**src/design/eqcrb_pkg.sv**
```systemverilog
// Package with offsets, field layouts, reset values and carriers.
package eqcrb_pkg;

  // ==========================================================================
  // Register map
  // ==========================================================================
  localparam int unsigned EQCRB_NREG = 15;
  localparam int unsigned EQCRB_CH0B_TAPS = 7;
  localparam int unsigned EQCRB_CH1A_TAPS = 5;
  localparam int unsigned EQCRB_IDX_CH0B_TAP = 0;
  localparam int unsigned EQCRB_IDX_CH0B_DRV = 7;
  localparam int unsigned EQCRB_IDX_CH0B_OFS = 8;
  localparam int unsigned EQCRB_IDX_CH0B_AMP = 9;
  localparam int unsigned EQCRB_IDX_CH1A_TAP = 10;

  localparam logic [7:0] EQCRB_CH0B_TAP2_COEFF_OFS = 8'h22;
  localparam logic [7:0] EQCRB_CH0B_TAP3_COEFF_OFS = 8'h23;
  localparam logic [7:0] EQCRB_CH0B_TAP4_COEFF_OFS = 8'h24;
  localparam logic [7:0] EQCRB_CH0B_TAP5_COEFF_OFS = 8'h25;
  localparam logic [7:0] EQCRB_CH0B_TAP6_COEFF_OFS = 8'h26;
  localparam logic [7:0] EQCRB_CH0B_TAP7_COEFF_OFS = 8'h27;
  localparam logic [7:0] EQCRB_CH0B_TAP8_COEFF_OFS = 8'h28;
  localparam logic [7:0] EQCRB_CH0B_DRIVER_GAIN_OFS = 8'h29;
  localparam logic [7:0] EQCRB_CH0B_OFFSET_CTRL_OFS = 8'h2a;
  localparam logic [7:0] EQCRB_CH0B_AMPLITUDE_TARGET_OFS = 8'h2b;
  localparam logic [7:0] EQCRB_CH1A_TAP0_COEFF_OFS = 8'h40;

  // Index order of the storage array, highest index first.
  localparam logic [EQCRB_NREG-1:0][7:0] EQCRB_OFFS = {
    8'h44, 8'h43, 8'h42, 8'h41, EQCRB_CH1A_TAP0_COEFF_OFS,
    EQCRB_CH0B_AMPLITUDE_TARGET_OFS, EQCRB_CH0B_OFFSET_CTRL_OFS,
    EQCRB_CH0B_DRIVER_GAIN_OFS, EQCRB_CH0B_TAP8_COEFF_OFS,
    EQCRB_CH0B_TAP7_COEFF_OFS, EQCRB_CH0B_TAP6_COEFF_OFS,
    EQCRB_CH0B_TAP5_COEFF_OFS, EQCRB_CH0B_TAP4_COEFF_OFS,
    EQCRB_CH0B_TAP3_COEFF_OFS, EQCRB_CH0B_TAP2_COEFF_OFS};

  // ==========================================================================
  // Field positions
  // ==========================================================================
  localparam int unsigned EQCRB_TAP_EN_BIT = 7;
  localparam int unsigned EQCRB_TAP_SIGN_BIT = 6;
  localparam int unsigned EQCRB_TAP_MAG_MSB = 5;
  localparam int unsigned EQCRB_DRV_GAIN_MSB = 5;
  localparam int unsigned EQCRB_OFS_AUTO_BIT = 6;
  localparam int unsigned EQCRB_OFS_SIGN_BIT = 5;
  localparam int unsigned EQCRB_OFS_MAG_MSB = 4;
  localparam int unsigned EQCRB_AMP_MSB = 2;

  // ==========================================================================
  // Reset values
  // ==========================================================================
  localparam logic [7:0] EQCRB_RST_CH0B_TAP2 = 8'hff;
  localparam logic [7:0] EQCRB_RST_CH0B_TAP3 = 8'ha8;
  localparam logic [7:0] EQCRB_RST_CH0B_TAP4 = 8'h84;
  localparam logic [7:0] EQCRB_RST_TAP_ZERO = 8'hc0;
  localparam logic [7:0] EQCRB_RST_CH0B_DRV = 8'h3f;
  localparam logic [7:0] EQCRB_RST_CH0B_OFS = 8'h40;
  localparam logic [7:0] EQCRB_RST_CH0B_AMP = 8'h04;
  localparam logic [7:0] EQCRB_RST_CH1A_TAP4 = 8'hdf;

  localparam logic [EQCRB_NREG-1:0][7:0] EQCRB_RSTV = {
    EQCRB_RST_CH1A_TAP4, EQCRB_RST_TAP_ZERO, EQCRB_RST_TAP_ZERO,
    EQCRB_RST_TAP_ZERO, EQCRB_RST_TAP_ZERO,
    EQCRB_RST_CH0B_AMP, EQCRB_RST_CH0B_OFS, EQCRB_RST_CH0B_DRV,
    EQCRB_RST_TAP_ZERO, EQCRB_RST_TAP_ZERO, EQCRB_RST_TAP_ZERO,
    EQCRB_RST_TAP_ZERO, EQCRB_RST_CH0B_TAP4, EQCRB_RST_CH0B_TAP3,
    EQCRB_RST_CH0B_TAP2};

  // ==========================================================================
  // Carriers
  // ==========================================================================
  typedef struct packed {
    logic       wr;
    logic       rd;
    logic [7:0] addr;
    logic [7:0] wdata;
  } eqcrb_req_s;

  typedef struct packed {
    logic       en;
    logic       positive;
    logic [5:0] mag;
  } eqcrb_tap_s;

  typedef struct packed {
    logic       auto_en;
    logic       manual_sign;
    logic [4:0] manual_mag;
  } eqcrb_ofs_s;

endpackage

```
**src/design/eqcrb_reg8.sv**
```systemverilog
// One byte-wide configuration register with a fixed reset value.
module eqcrb_reg8 #(
  parameter logic [7:0] RST = 8'h00
) (
  // Clock and reset
  input  wire logic       clk,
  input  wire logic       rst_b,
  // Write side
  input  wire logic       we,
  input  wire logic [7:0] d,
  // Stored value
  output logic      [7:0] q
);

  // ==========================================================================
  // Storage
  // ==========================================================================
  always_ff @(posedge clk or negedge rst_b) begin
    if (!rst_b) begin
      q <= RST;
    end else if (we) begin
      q <= d;
    end
  end

endmodule

```
**src/design/eqcrb_bank.sv**
```systemverilog
// Equalizer coefficient register bank with byte register port.
module eqcrb_bank
  import eqcrb_pkg::*;
(
  // Clock, reset and clock enable
  input  wire logic                          clk,
  input  wire logic                          rst_b,
  input  wire logic                          ce,
  // Register port from the serial protocol engine
  input  wire eqcrb_pkg::eqcrb_req_s         req_i,
  output logic      [7:0]                    rdata_o,
  output logic                               ack_o,
  output logic                               err_o,
  // Channel 0, second coefficient set fields
  output eqcrb_pkg::eqcrb_tap_s [6:0]        ch0b_tap_o,
  output logic      [5:0]                    ch0b_drv_gain_o,
  output eqcrb_pkg::eqcrb_ofs_s              ch0b_ofs_o,
  output logic      [2:0]                    ch0b_gain_control_level_target_o,
  // Channel 1, first coefficient set fields
  output eqcrb_pkg::eqcrb_tap_s [4:0]        ch1a_tap_o
);

  import eqcrb_pkg::*;

  // ==========================================================================
  // Decode
  // ==========================================================================
  logic [EQCRB_NREG-1:0][7:0] q;
  logic [EQCRB_NREG-1:0]      hit;
  logic [EQCRB_NREG-1:0]      reg_we;
  logic [EQCRB_NREG:0][7:0]   rd_chain;
  wire                        any_hit = |hit;
  wire                        access = req_i.wr | req_i.rd;
  wire  [7:0]                 rd_word = rd_chain[EQCRB_NREG];

  assign rd_chain[0] = 8'h00;

  // Each register is its own flop set, so no set aliases another.
  genvar gi;
  generate
    for (gi = 0; gi < EQCRB_NREG; gi++) begin : g_reg
      assign hit[gi] = req_i.addr == EQCRB_OFFS[gi];
      assign reg_we[gi] = ce & req_i.wr & hit[gi];
      assign rd_chain[gi+1] = rd_chain[gi] | (hit[gi] ? q[gi] : 8'h00);
      eqcrb_reg8 #(
        .RST (EQCRB_RSTV[gi])
      ) u_reg (
        .clk   (clk),
        .rst_b (rst_b),
        .we    (reg_we[gi]),
        .d     (req_i.wdata),
        .q     (q[gi])
      );
    end
  endgenerate

  // ==========================================================================
  // Read answer
  // ==========================================================================
  logic [7:0] rdata_r;
  logic       ack_r;
  logic       err_r;

  // An unmapped read answers zero and flags the miss; writes there vanish.
  always_ff @(posedge clk or negedge rst_b) begin
    if (!rst_b) begin
      rdata_r <= 8'h00;
      ack_r   <= 1'b0;
      err_r   <= 1'b0;
    end else if (ce) begin
      ack_r <= access;
      err_r <= access & ~any_hit;
      if (req_i.rd) begin
        rdata_r <= rd_word;
      end
    end
  end

  assign rdata_o = rdata_r;
  assign ack_o   = ack_r;
  assign err_o   = err_r;

  // ==========================================================================
  // Field outputs
  // ==========================================================================
  generate
    for (gi = 0; gi < EQCRB_CH0B_TAPS; gi++) begin : g_ch0b
      assign ch0b_tap_o[gi].en =
        q[EQCRB_IDX_CH0B_TAP+gi][EQCRB_TAP_EN_BIT];
      assign ch0b_tap_o[gi].positive =
        q[EQCRB_IDX_CH0B_TAP+gi][EQCRB_TAP_SIGN_BIT] == 1'b1;
      assign ch0b_tap_o[gi].mag =
        q[EQCRB_IDX_CH0B_TAP+gi][EQCRB_TAP_MAG_MSB:0];
    end
    for (gi = 0; gi < EQCRB_CH1A_TAPS; gi++) begin : g_ch1a
      assign ch1a_tap_o[gi].en =
        q[EQCRB_IDX_CH1A_TAP+gi][EQCRB_TAP_EN_BIT];
      assign ch1a_tap_o[gi].positive =
        q[EQCRB_IDX_CH1A_TAP+gi][EQCRB_TAP_SIGN_BIT] == 1'b1;
      assign ch1a_tap_o[gi].mag =
        q[EQCRB_IDX_CH1A_TAP+gi][EQCRB_TAP_MAG_MSB:0];
    end
  endgenerate

  // The unused top bits stay stored and readable but drive nothing.
  assign ch0b_drv_gain_o =
    q[EQCRB_IDX_CH0B_DRV][EQCRB_DRV_GAIN_MSB:0];
  assign ch0b_ofs_o.auto_en =
    q[EQCRB_IDX_CH0B_OFS][EQCRB_OFS_AUTO_BIT];
  assign ch0b_ofs_o.manual_sign =
    q[EQCRB_IDX_CH0B_OFS][EQCRB_OFS_SIGN_BIT];
  assign ch0b_ofs_o.manual_mag =
    q[EQCRB_IDX_CH0B_OFS][EQCRB_OFS_MAG_MSB:0];
  assign ch0b_gain_control_level_target_o =
    q[EQCRB_IDX_CH0B_AMP][EQCRB_AMP_MSB:0];

  // ==========================================================================
  // Assertions
  // ==========================================================================
  logic       first_r;
  logic [7:0] wd_last_r;

  // Marks the first edge after reset release so reset values can be checked.
  always_ff @(posedge clk or negedge rst_b) begin
    if (!rst_b) begin
      first_r <= 1'b1;
    end else begin
      first_r <= 1'b0;
    end
  end

  always_ff @(posedge clk or negedge rst_b) begin
    if (!rst_b) begin
      wd_last_r <= 8'h00;
    end else begin
      wd_last_r <= req_i.wdata;
    end
  end

  property p_tap_layout;
    @(posedge clk) disable iff (!rst_b)
    ch0b_tap_o[3] == q[3] && ch1a_tap_o[2] == q[12];
  endproperty
  a_tap_layout: assert property (p_tap_layout)
    else $error("Tap field layout does not match stored byte.");

  property p_sign_decode;
    @(posedge clk) disable iff (!rst_b)
    ch0b_tap_o[1].positive == q[1][6] && ch1a_tap_o[0].positive == q[10][6];
  endproperty
  a_sign_decode: assert property (p_sign_decode)
    else $error("Tap sign decode is inverted.");

  property p_rst_ch0b_tap2;
    @(posedge clk) disable iff (!rst_b)
    first_r |-> ch0b_tap_o[0] ==
      eqcrb_tap_s'{en: 1'b1, positive: 1'b1, mag: 6'h3f};
  endproperty
  a_rst_ch0b_tap2: assert property (p_rst_ch0b_tap2)
    else $error("Channel 0 tap 2 reset value wrong.");

  property p_rst_ch0b_tap34;
    @(posedge clk) disable iff (!rst_b)
    first_r |-> q[1] == 8'ha8 && q[2] == 8'h84;
  endproperty
  a_rst_ch0b_tap34: assert property (p_rst_ch0b_tap34)
    else $error("Channel 0 tap 3 or tap 4 reset value wrong.");

  property p_rst_zero_taps;
    @(posedge clk) disable iff (!rst_b)
    first_r |-> q[6:3] == {4{8'hc0}} && q[13:10] == {4{8'hc0}};
  endproperty
  a_rst_zero_taps: assert property (p_rst_zero_taps)
    else $error("Zero-gain tap reset value wrong.");

  property p_rst_misc;
    @(posedge clk) disable iff (!rst_b)
    first_r |-> q[7] == 8'h3f && q[8] == 8'h40 && q[9] == 8'h04
      && ch1a_tap_o[4].mag == 6'h1f;
  endproperty
  a_rst_misc: assert property (p_rst_misc)
    else $error("Driver, offset, amplitude or ch1 tap 4 reset wrong.");

  property p_field_map;
    @(posedge clk) disable iff (!rst_b)
    ch0b_drv_gain_o == q[7][5:0] && ch0b_ofs_o == q[8][6:0]
      && ch0b_gain_control_level_target_o == q[9][2:0];
  endproperty
  a_field_map: assert property (p_field_map)
    else $error("Control field outputs do not follow their registers.");

  property p_ch1_write;
    @(posedge clk) disable iff (!rst_b)
    ce && req_i.wr && req_i.addr == 8'h43
      |=> ch1a_tap_o[3] == wd_last_r && $stable(q[12]);
  endproperty
  a_ch1_write: assert property (p_ch1_write)
    else $error("Write to 0x43 did not land in channel 1 tap 3 only.");

  property p_readback;
    @(posedge clk) disable iff (!rst_b)
    ce && req_i.wr && req_i.addr == 8'h2a ##1
      ce && req_i.rd && !req_i.wr && req_i.addr == 8'h2a
      |=> ack_o && !err_o && rdata_o == $past(wd_last_r);
  endproperty
  a_readback: assert property (p_readback)
    else $error("Read did not return the last written value.");

  property p_unmapped;
    @(posedge clk) disable iff (!rst_b)
    ce && req_i.wr && req_i.addr == 8'h30 |=> err_o && $stable(q);
  endproperty
  a_unmapped: assert property (p_unmapped)
    else $error("Unmapped write changed storage or was not flagged.");

  property p_freeze;
    @(posedge clk) disable iff (!rst_b)
    !ce |=> $stable(q) && $stable(rdata_o) && $stable(ack_o);
  endproperty
  a_freeze: assert property (p_freeze)
    else $error("State moved while clock enable was low.");

  property p_ack_follows;
    @(posedge clk) disable iff (!rst_b)
    ce && (req_i.wr || req_i.rd) |=> ack_o;
  endproperty
  a_ack_follows: assert property (p_ack_follows)
    else $error("Accepted access was not acknowledged.");

  property p_idle;
    @(posedge clk) disable iff (!rst_b)
    ce && !req_i.wr && !req_i.rd |=> !ack_o && !err_o;
  endproperty
  a_idle: assert property (p_idle)
    else $error("Acknowledge or error without an access.");

  property p_err_unmapped_rd;
    @(posedge clk) disable iff (!rst_b)
    ce && req_i.rd && !any_hit |=> err_o && rdata_o == 8'h00;
  endproperty
  a_err_unmapped_rd: assert property (p_err_unmapped_rd)
    else $error("Unmapped read did not answer zero with error.");

  property p_mapped_no_err;
    @(posedge clk) disable iff (!rst_b)
    ce && (req_i.wr || req_i.rd) && any_hit |=> !err_o;
  endproperty
  a_mapped_no_err: assert property (p_mapped_no_err)
    else $error("Mapped access flagged as an error.");

  property p_rd_wr_same;
    @(posedge clk) disable iff (!rst_b)
    ce && req_i.rd && req_i.wr && req_i.addr == 8'h44
      |=> rdata_o == $past(q[14]) && q[14] == wd_last_r;
  endproperty
  a_rd_wr_same: assert property (p_rd_wr_same)
    else $error("Read with write did not return the old value.");

  property p_ch0b_write;
    @(posedge clk) disable iff (!rst_b)
    ce && req_i.wr && req_i.addr == 8'h22 |=> ch0b_tap_o[0] == wd_last_r;
  endproperty
  a_ch0b_write: assert property (p_ch0b_write)
    else $error("Write to 0x22 did not land in channel 0 tap 2.");

  property p_base_addr;
    @(posedge clk) disable iff (!rst_b)
    ce && req_i.wr && req_i.addr == 8'h40
      |=> ch1a_tap_o[0] == wd_last_r && $stable(q[9:0]);
  endproperty
  a_base_addr: assert property (p_base_addr)
    else $error("Write to 0x40 did not land in channel 1 tap 0 only.");

  property p_drv_write;
    @(posedge clk) disable iff (!rst_b)
    ce && req_i.wr && req_i.addr == 8'h29 |=> q[7] == wd_last_r;
  endproperty
  a_drv_write: assert property (p_drv_write)
    else $error("Driver register did not store all eight bits.");

  property p_ofs_write;
    @(posedge clk) disable iff (!rst_b)
    ce && req_i.wr && req_i.addr == 8'h2a
      |=> ch0b_ofs_o == wd_last_r[6:0];
  endproperty
  a_ofs_write: assert property (p_ofs_write)
    else $error("Offset fields do not follow the written byte.");

  property p_amp_write;
    @(posedge clk) disable iff (!rst_b)
    ce && req_i.wr && req_i.addr == 8'h2b
      |=> ch0b_gain_control_level_target_o == wd_last_r[2:0];
  endproperty
  a_amp_write: assert property (p_amp_write)
    else $error("Amplitude target does not follow the written byte.");

  property p_rd_hold;
    @(posedge clk) disable iff (!rst_b)
    !(ce && req_i.rd) |=> $stable(rdata_o);
  endproperty
  a_rd_hold: assert property (p_rd_hold)
    else $error("Read data moved without an accepted read.");

endmodule

```
**config.mk**
```make
export PLATFORM = sky130hd
export DESIGN_NAME = eqcrb_bank
export DESIGN_NICKNAME = d
export VERILOG_FILES = /design/src/design/eqcrb_pkg.sv /design/src/design/eqcrb_reg8.sv /design/src/design/eqcrb_bank.sv
export SDC_FILE = /design/constraint.sdc
export NUM_CORES = 1
export LEC_CHECK = 0
export ABC_AREA = 1
export BUFFER_PORTS_ARGS = -buffer_cell sky130_fd_sc_hd__buf_2
export CORE_ASPECT_RATIO = 0.6
export CORE_UTILIZATION = 44
export CTS_CLUSTER_DIAMETER = 100
export DETAILED_ROUTE_END_ITERATION = 16
export HOLD_SLACK_MARGIN = 0.06
export PLACE_DENSITY = 0.68
export SLEW_MARGIN = 20
export SYNTH_ARGS = -nofsm -noshare
export SYNTH_HDL_FRONTEND = slang
export SYNTH_SLANG_ARGS = --single-unit
```
**constraint.sdc**
```tcl
create_clock -name clk -period 1.3 [get_ports clk]
set_input_delay 0 -clock clk [delete_from_list [all_inputs] [get_ports clk]]
set_output_delay 0 -clock clk [all_outputs]
set_load 0.01 [all_outputs]
```
==> results.json <==
{
  "drt_iter0_drc": 506,
  "pre_cts_ws_ps": -85.0,
  "fmax_mhz": 817,
  "ir_worst_vdd_mv": 0.822,
  "fin_crit_ps": 1220,
  "hold-worst-slack_ps": 74.0,
  "crit_chain": "dlygate4sd3_1 > buf_2 > nand2_2 > clkinvlp_4 > buf_4 > nand2_1 > nor2_1 > nand2_1 > nor2_1 > nor2_1",
  "maxSlewViolCount": 0,
  "utilization": 0.578,
  "hp-class": "input pin to flip-flop",
  "synth_seq_cells": 130,
  "status": "complete, no violations",
  "grt_pass1_wl_um": 32800,
  "finClkSkew_ps": 5.38,
  "pwr-share-comb": 0.095,
  "core_um2": 14500,
  "worstSetupStartpoint": "ce",
  "synth_warnings": 0,
  "drt-pass1-iter-count": 6,
  "clk_pin_slew_ps": 60,
  "min_from": "req_i[1]",
  "synth_area_um2": 6570,
  "worst-slew-pin-transition_ps": 529,
  "crit_path_max_incr_delay_ps": 520,
  "final_layout_size_suffix_gt1_frac": 0.339,
  "area_growth_syn_to_layout_pct": 27.8,
  "syn_area_per_cell_um2": 8.51,
  "place_congestion": 0.917,
  "pwr-share-clk": 0.466,
  "num_io_pins": 143,
  "maxCapViolCount": 0,
  "cts_tree": "done",
  "syn_nets": 792,
  "slowest_stage": "dlygate4sd3_1",
  "rows": 34,
  "grt_overflow_total": 0,
  "final_nets": 957,
  "layout_setup_ws_ps": 76.5,
  "ant_nets": 0,
  "dr_wl_met3_um": 2030,
  "power.net_switching_mw": 2.57,
  "p_sw_frac": 0.255,
  "crit_top_cell": "nor2_1",
  "synth_area_leaders": "dfrtp_1, dfstp_2, nand2_1",
  "cts_sinks": 130,
  "drcViolationCount": 0,
  "multi_input_area_um2": 2810,
  "finalHoldViolCount": 0,
  "grt_usage": 0.281,
  "cts-root-buf": "clkbuf_16",
  "seqCellArea_um2": 3310,
  "grt_max_degree": 67,
  "rr_startpoint": "g_reg[7].u_reg.q[5]",
  "relSlewSlack": 0.646,
  "worstPathArrival_ps": 1530,
  "synth_top_area_share": 0.328,
  "report.power.total_mw": 10.1,
  "die_h_um": 96.6,
  "routed_via_density": 5.36,
  "grt_setup_unrepaired": "false",
  "yosysMostFrequentCell": "nand2_1",
  "p_int_mw": 7.53,
  "leakagePower_nw": 4.16,
  "seqPwrFrac": 0.439,
  "synth-main-ff-cell": "dfrtp_1",
  "wire_per_inst_um": 18.2,
  "grt_antenna_before_repair": 0,
  "wl_met1_um": 10000,
  "nFillCells": 1313,
  "post-route-period-util": 0.941,
  "async_flop_share": 1.00,
  "grt_pass1_vias": 5599,
  "dp.cells": 1106,
  "endpoint_kind": "flip-flop",
  "num_vias": 6149,
  "worstPathMaxFanout": 6,
  "setup_violations": 0,
  "start_kind": "input pin",
  "synth_edf_count": 0,
  "cts_buffers": 17,
  "start_util": 0.453,
  "path_class": "input pin to flip-flop",
  "synth_common_cells": "nand2_1, nand3_1, dfrtp_1",
  "dieArea_um2": 15400,
  "n_antenna_cell": 0,
  "wl_met2_um": 8630,
  "synth_top_area_cell": "dfrtp_1",
  "powerDensity_nw_per_um2": 1200,
  "h-tree-depth": 4,
  "fin_cells": 1147,
  "synth_seq_area_share": 0.504,
  "finalWirelength_um": 20900,
  "netlist_instances": 771,
  "top_layer_used": "met4",
  "clkLatencyLatePin_ps": 420,
  "clk_path_buf_depth": 2,
  "yosysUniqueCellTypes": 22,
  "die_x_um": 160,
  "cp.required_ps": 1610,
  "io_buffers": 142,
  "hpwl_um": 14400
}
==> path summary, 6_finish.rpt <==
path / end / slack (ps) / depth (start not counted)
min in group asynchronous: g_reg[0].u_reg.q[4] / 150 / 2
hold reg to reg: err_o / 480 / 2
hold / removal: g_reg[9].u_reg.q[1] / 70 / 4
setup reg to reg: rdata_o[5] / 130 / 6
max in group asynchronous: g_reg[8].u_reg.q[2] / 190 / 3
setup / recovery: rdata_o[7] / 80 / 10
==> layout by cell type (no fill, tap or decap) <==
cell type,n
nand2_2,8
dfrtp_1,86
inv_2,4
inv_4,1
dfstp_2,44
clkbuf_8,2
nor2_1,57
buf_4,46
nor2_2,2
bufinv_16,2
clkbuf_16,17
o21ai_0,51
nand3_2,8
nand2_4,4
nor2_4,18
clkinv_2,4
inv_1,13
clkbuf_1,3
o21a_1,48
dlygate4sd3_1,5
nand3_4,1
buf_2,141
nand3_1,123
nand2_1,214
buf_12,13
clkinvlp_4,6
nor2_8,1
o21ai_1,27
==> cell type report <==
type / instances / share of cell area
multi-input combinational: 562 / 0.335
clock inverter: 10 / 0.0131
sequential: 130 / 0.394
timing repair inverter: 1 / 0.000895
tap: 198 / 0.0295
inverter: 19 / 0.00925
timing repair buffer: 205 / 0.162
clock buffer: 22 / 0.0553
==> sequential cells by signal, indices dropped and copies added (netlist names) <==
signal,cells
g.u_reg.q,120
rdata_o,8
ack_o,1
err_o,1
==> worst max-delay path: cells and delay by family <==
kind / cells / cell delay, ps
buf+inv: 4 / 970
simple gates: 6 / 560
==> power groups by stage <==
| stage | Clock (mW) | Sequential, mW | Combinational, mW |
|---|---|---|---|
| 2_1_floorplan | 0 | 4.50 | 0.396 |
| 3_3_place_gp | 0 | 4.49 | 0.912 |
| 3_5_place_dp | 0 | 4.49 | 0.927 |
| 4_1_cts | 4.74 | 4.43 | 0.945 |
| 5_1_grt | 4.95 | 4.45 | 1.04 |
| 6_report | 4.71 | 4.43 | 0.957 |
==> timing repair <==
action                     CTS  global route
setup endpoints to repair    0             5
hold endpoints to repair   105             0
hold buffers                 5             0
buffers inserted             0             3
gates resized for setup      0             4
==> cell families (layout without fill, tap and decap cells) <==
logic type | Yosys count | count (layout) | synth area share
buf+inv | 79 | 257 | 0.0694
compound gates | 126 | 126 | 0.114
flops | 130 | 130 | 0.504
simple gates | 436 | 436 | 0.312
==> routing by layer <==
layer,up-vias,GRT usage
met2,298,0.382
met1,2957,0.435
met5,-,0
met3,23,0.0755
met4,0,0.0740
li1,2871,-
==> metrics by stage <==
| stage | instance area [um2] | setup TNS, ps |
|---|---|---|
| floorplan | 6570 | 0 |
| global placement | 7720 | -373 |
| detailed placement | 7720 | -1060 |
| CTS | 8350 | 0 |
| global route | 8390 | 0 |
| finish | 8390 | 0 |
(Power assumes the default switching activity.)
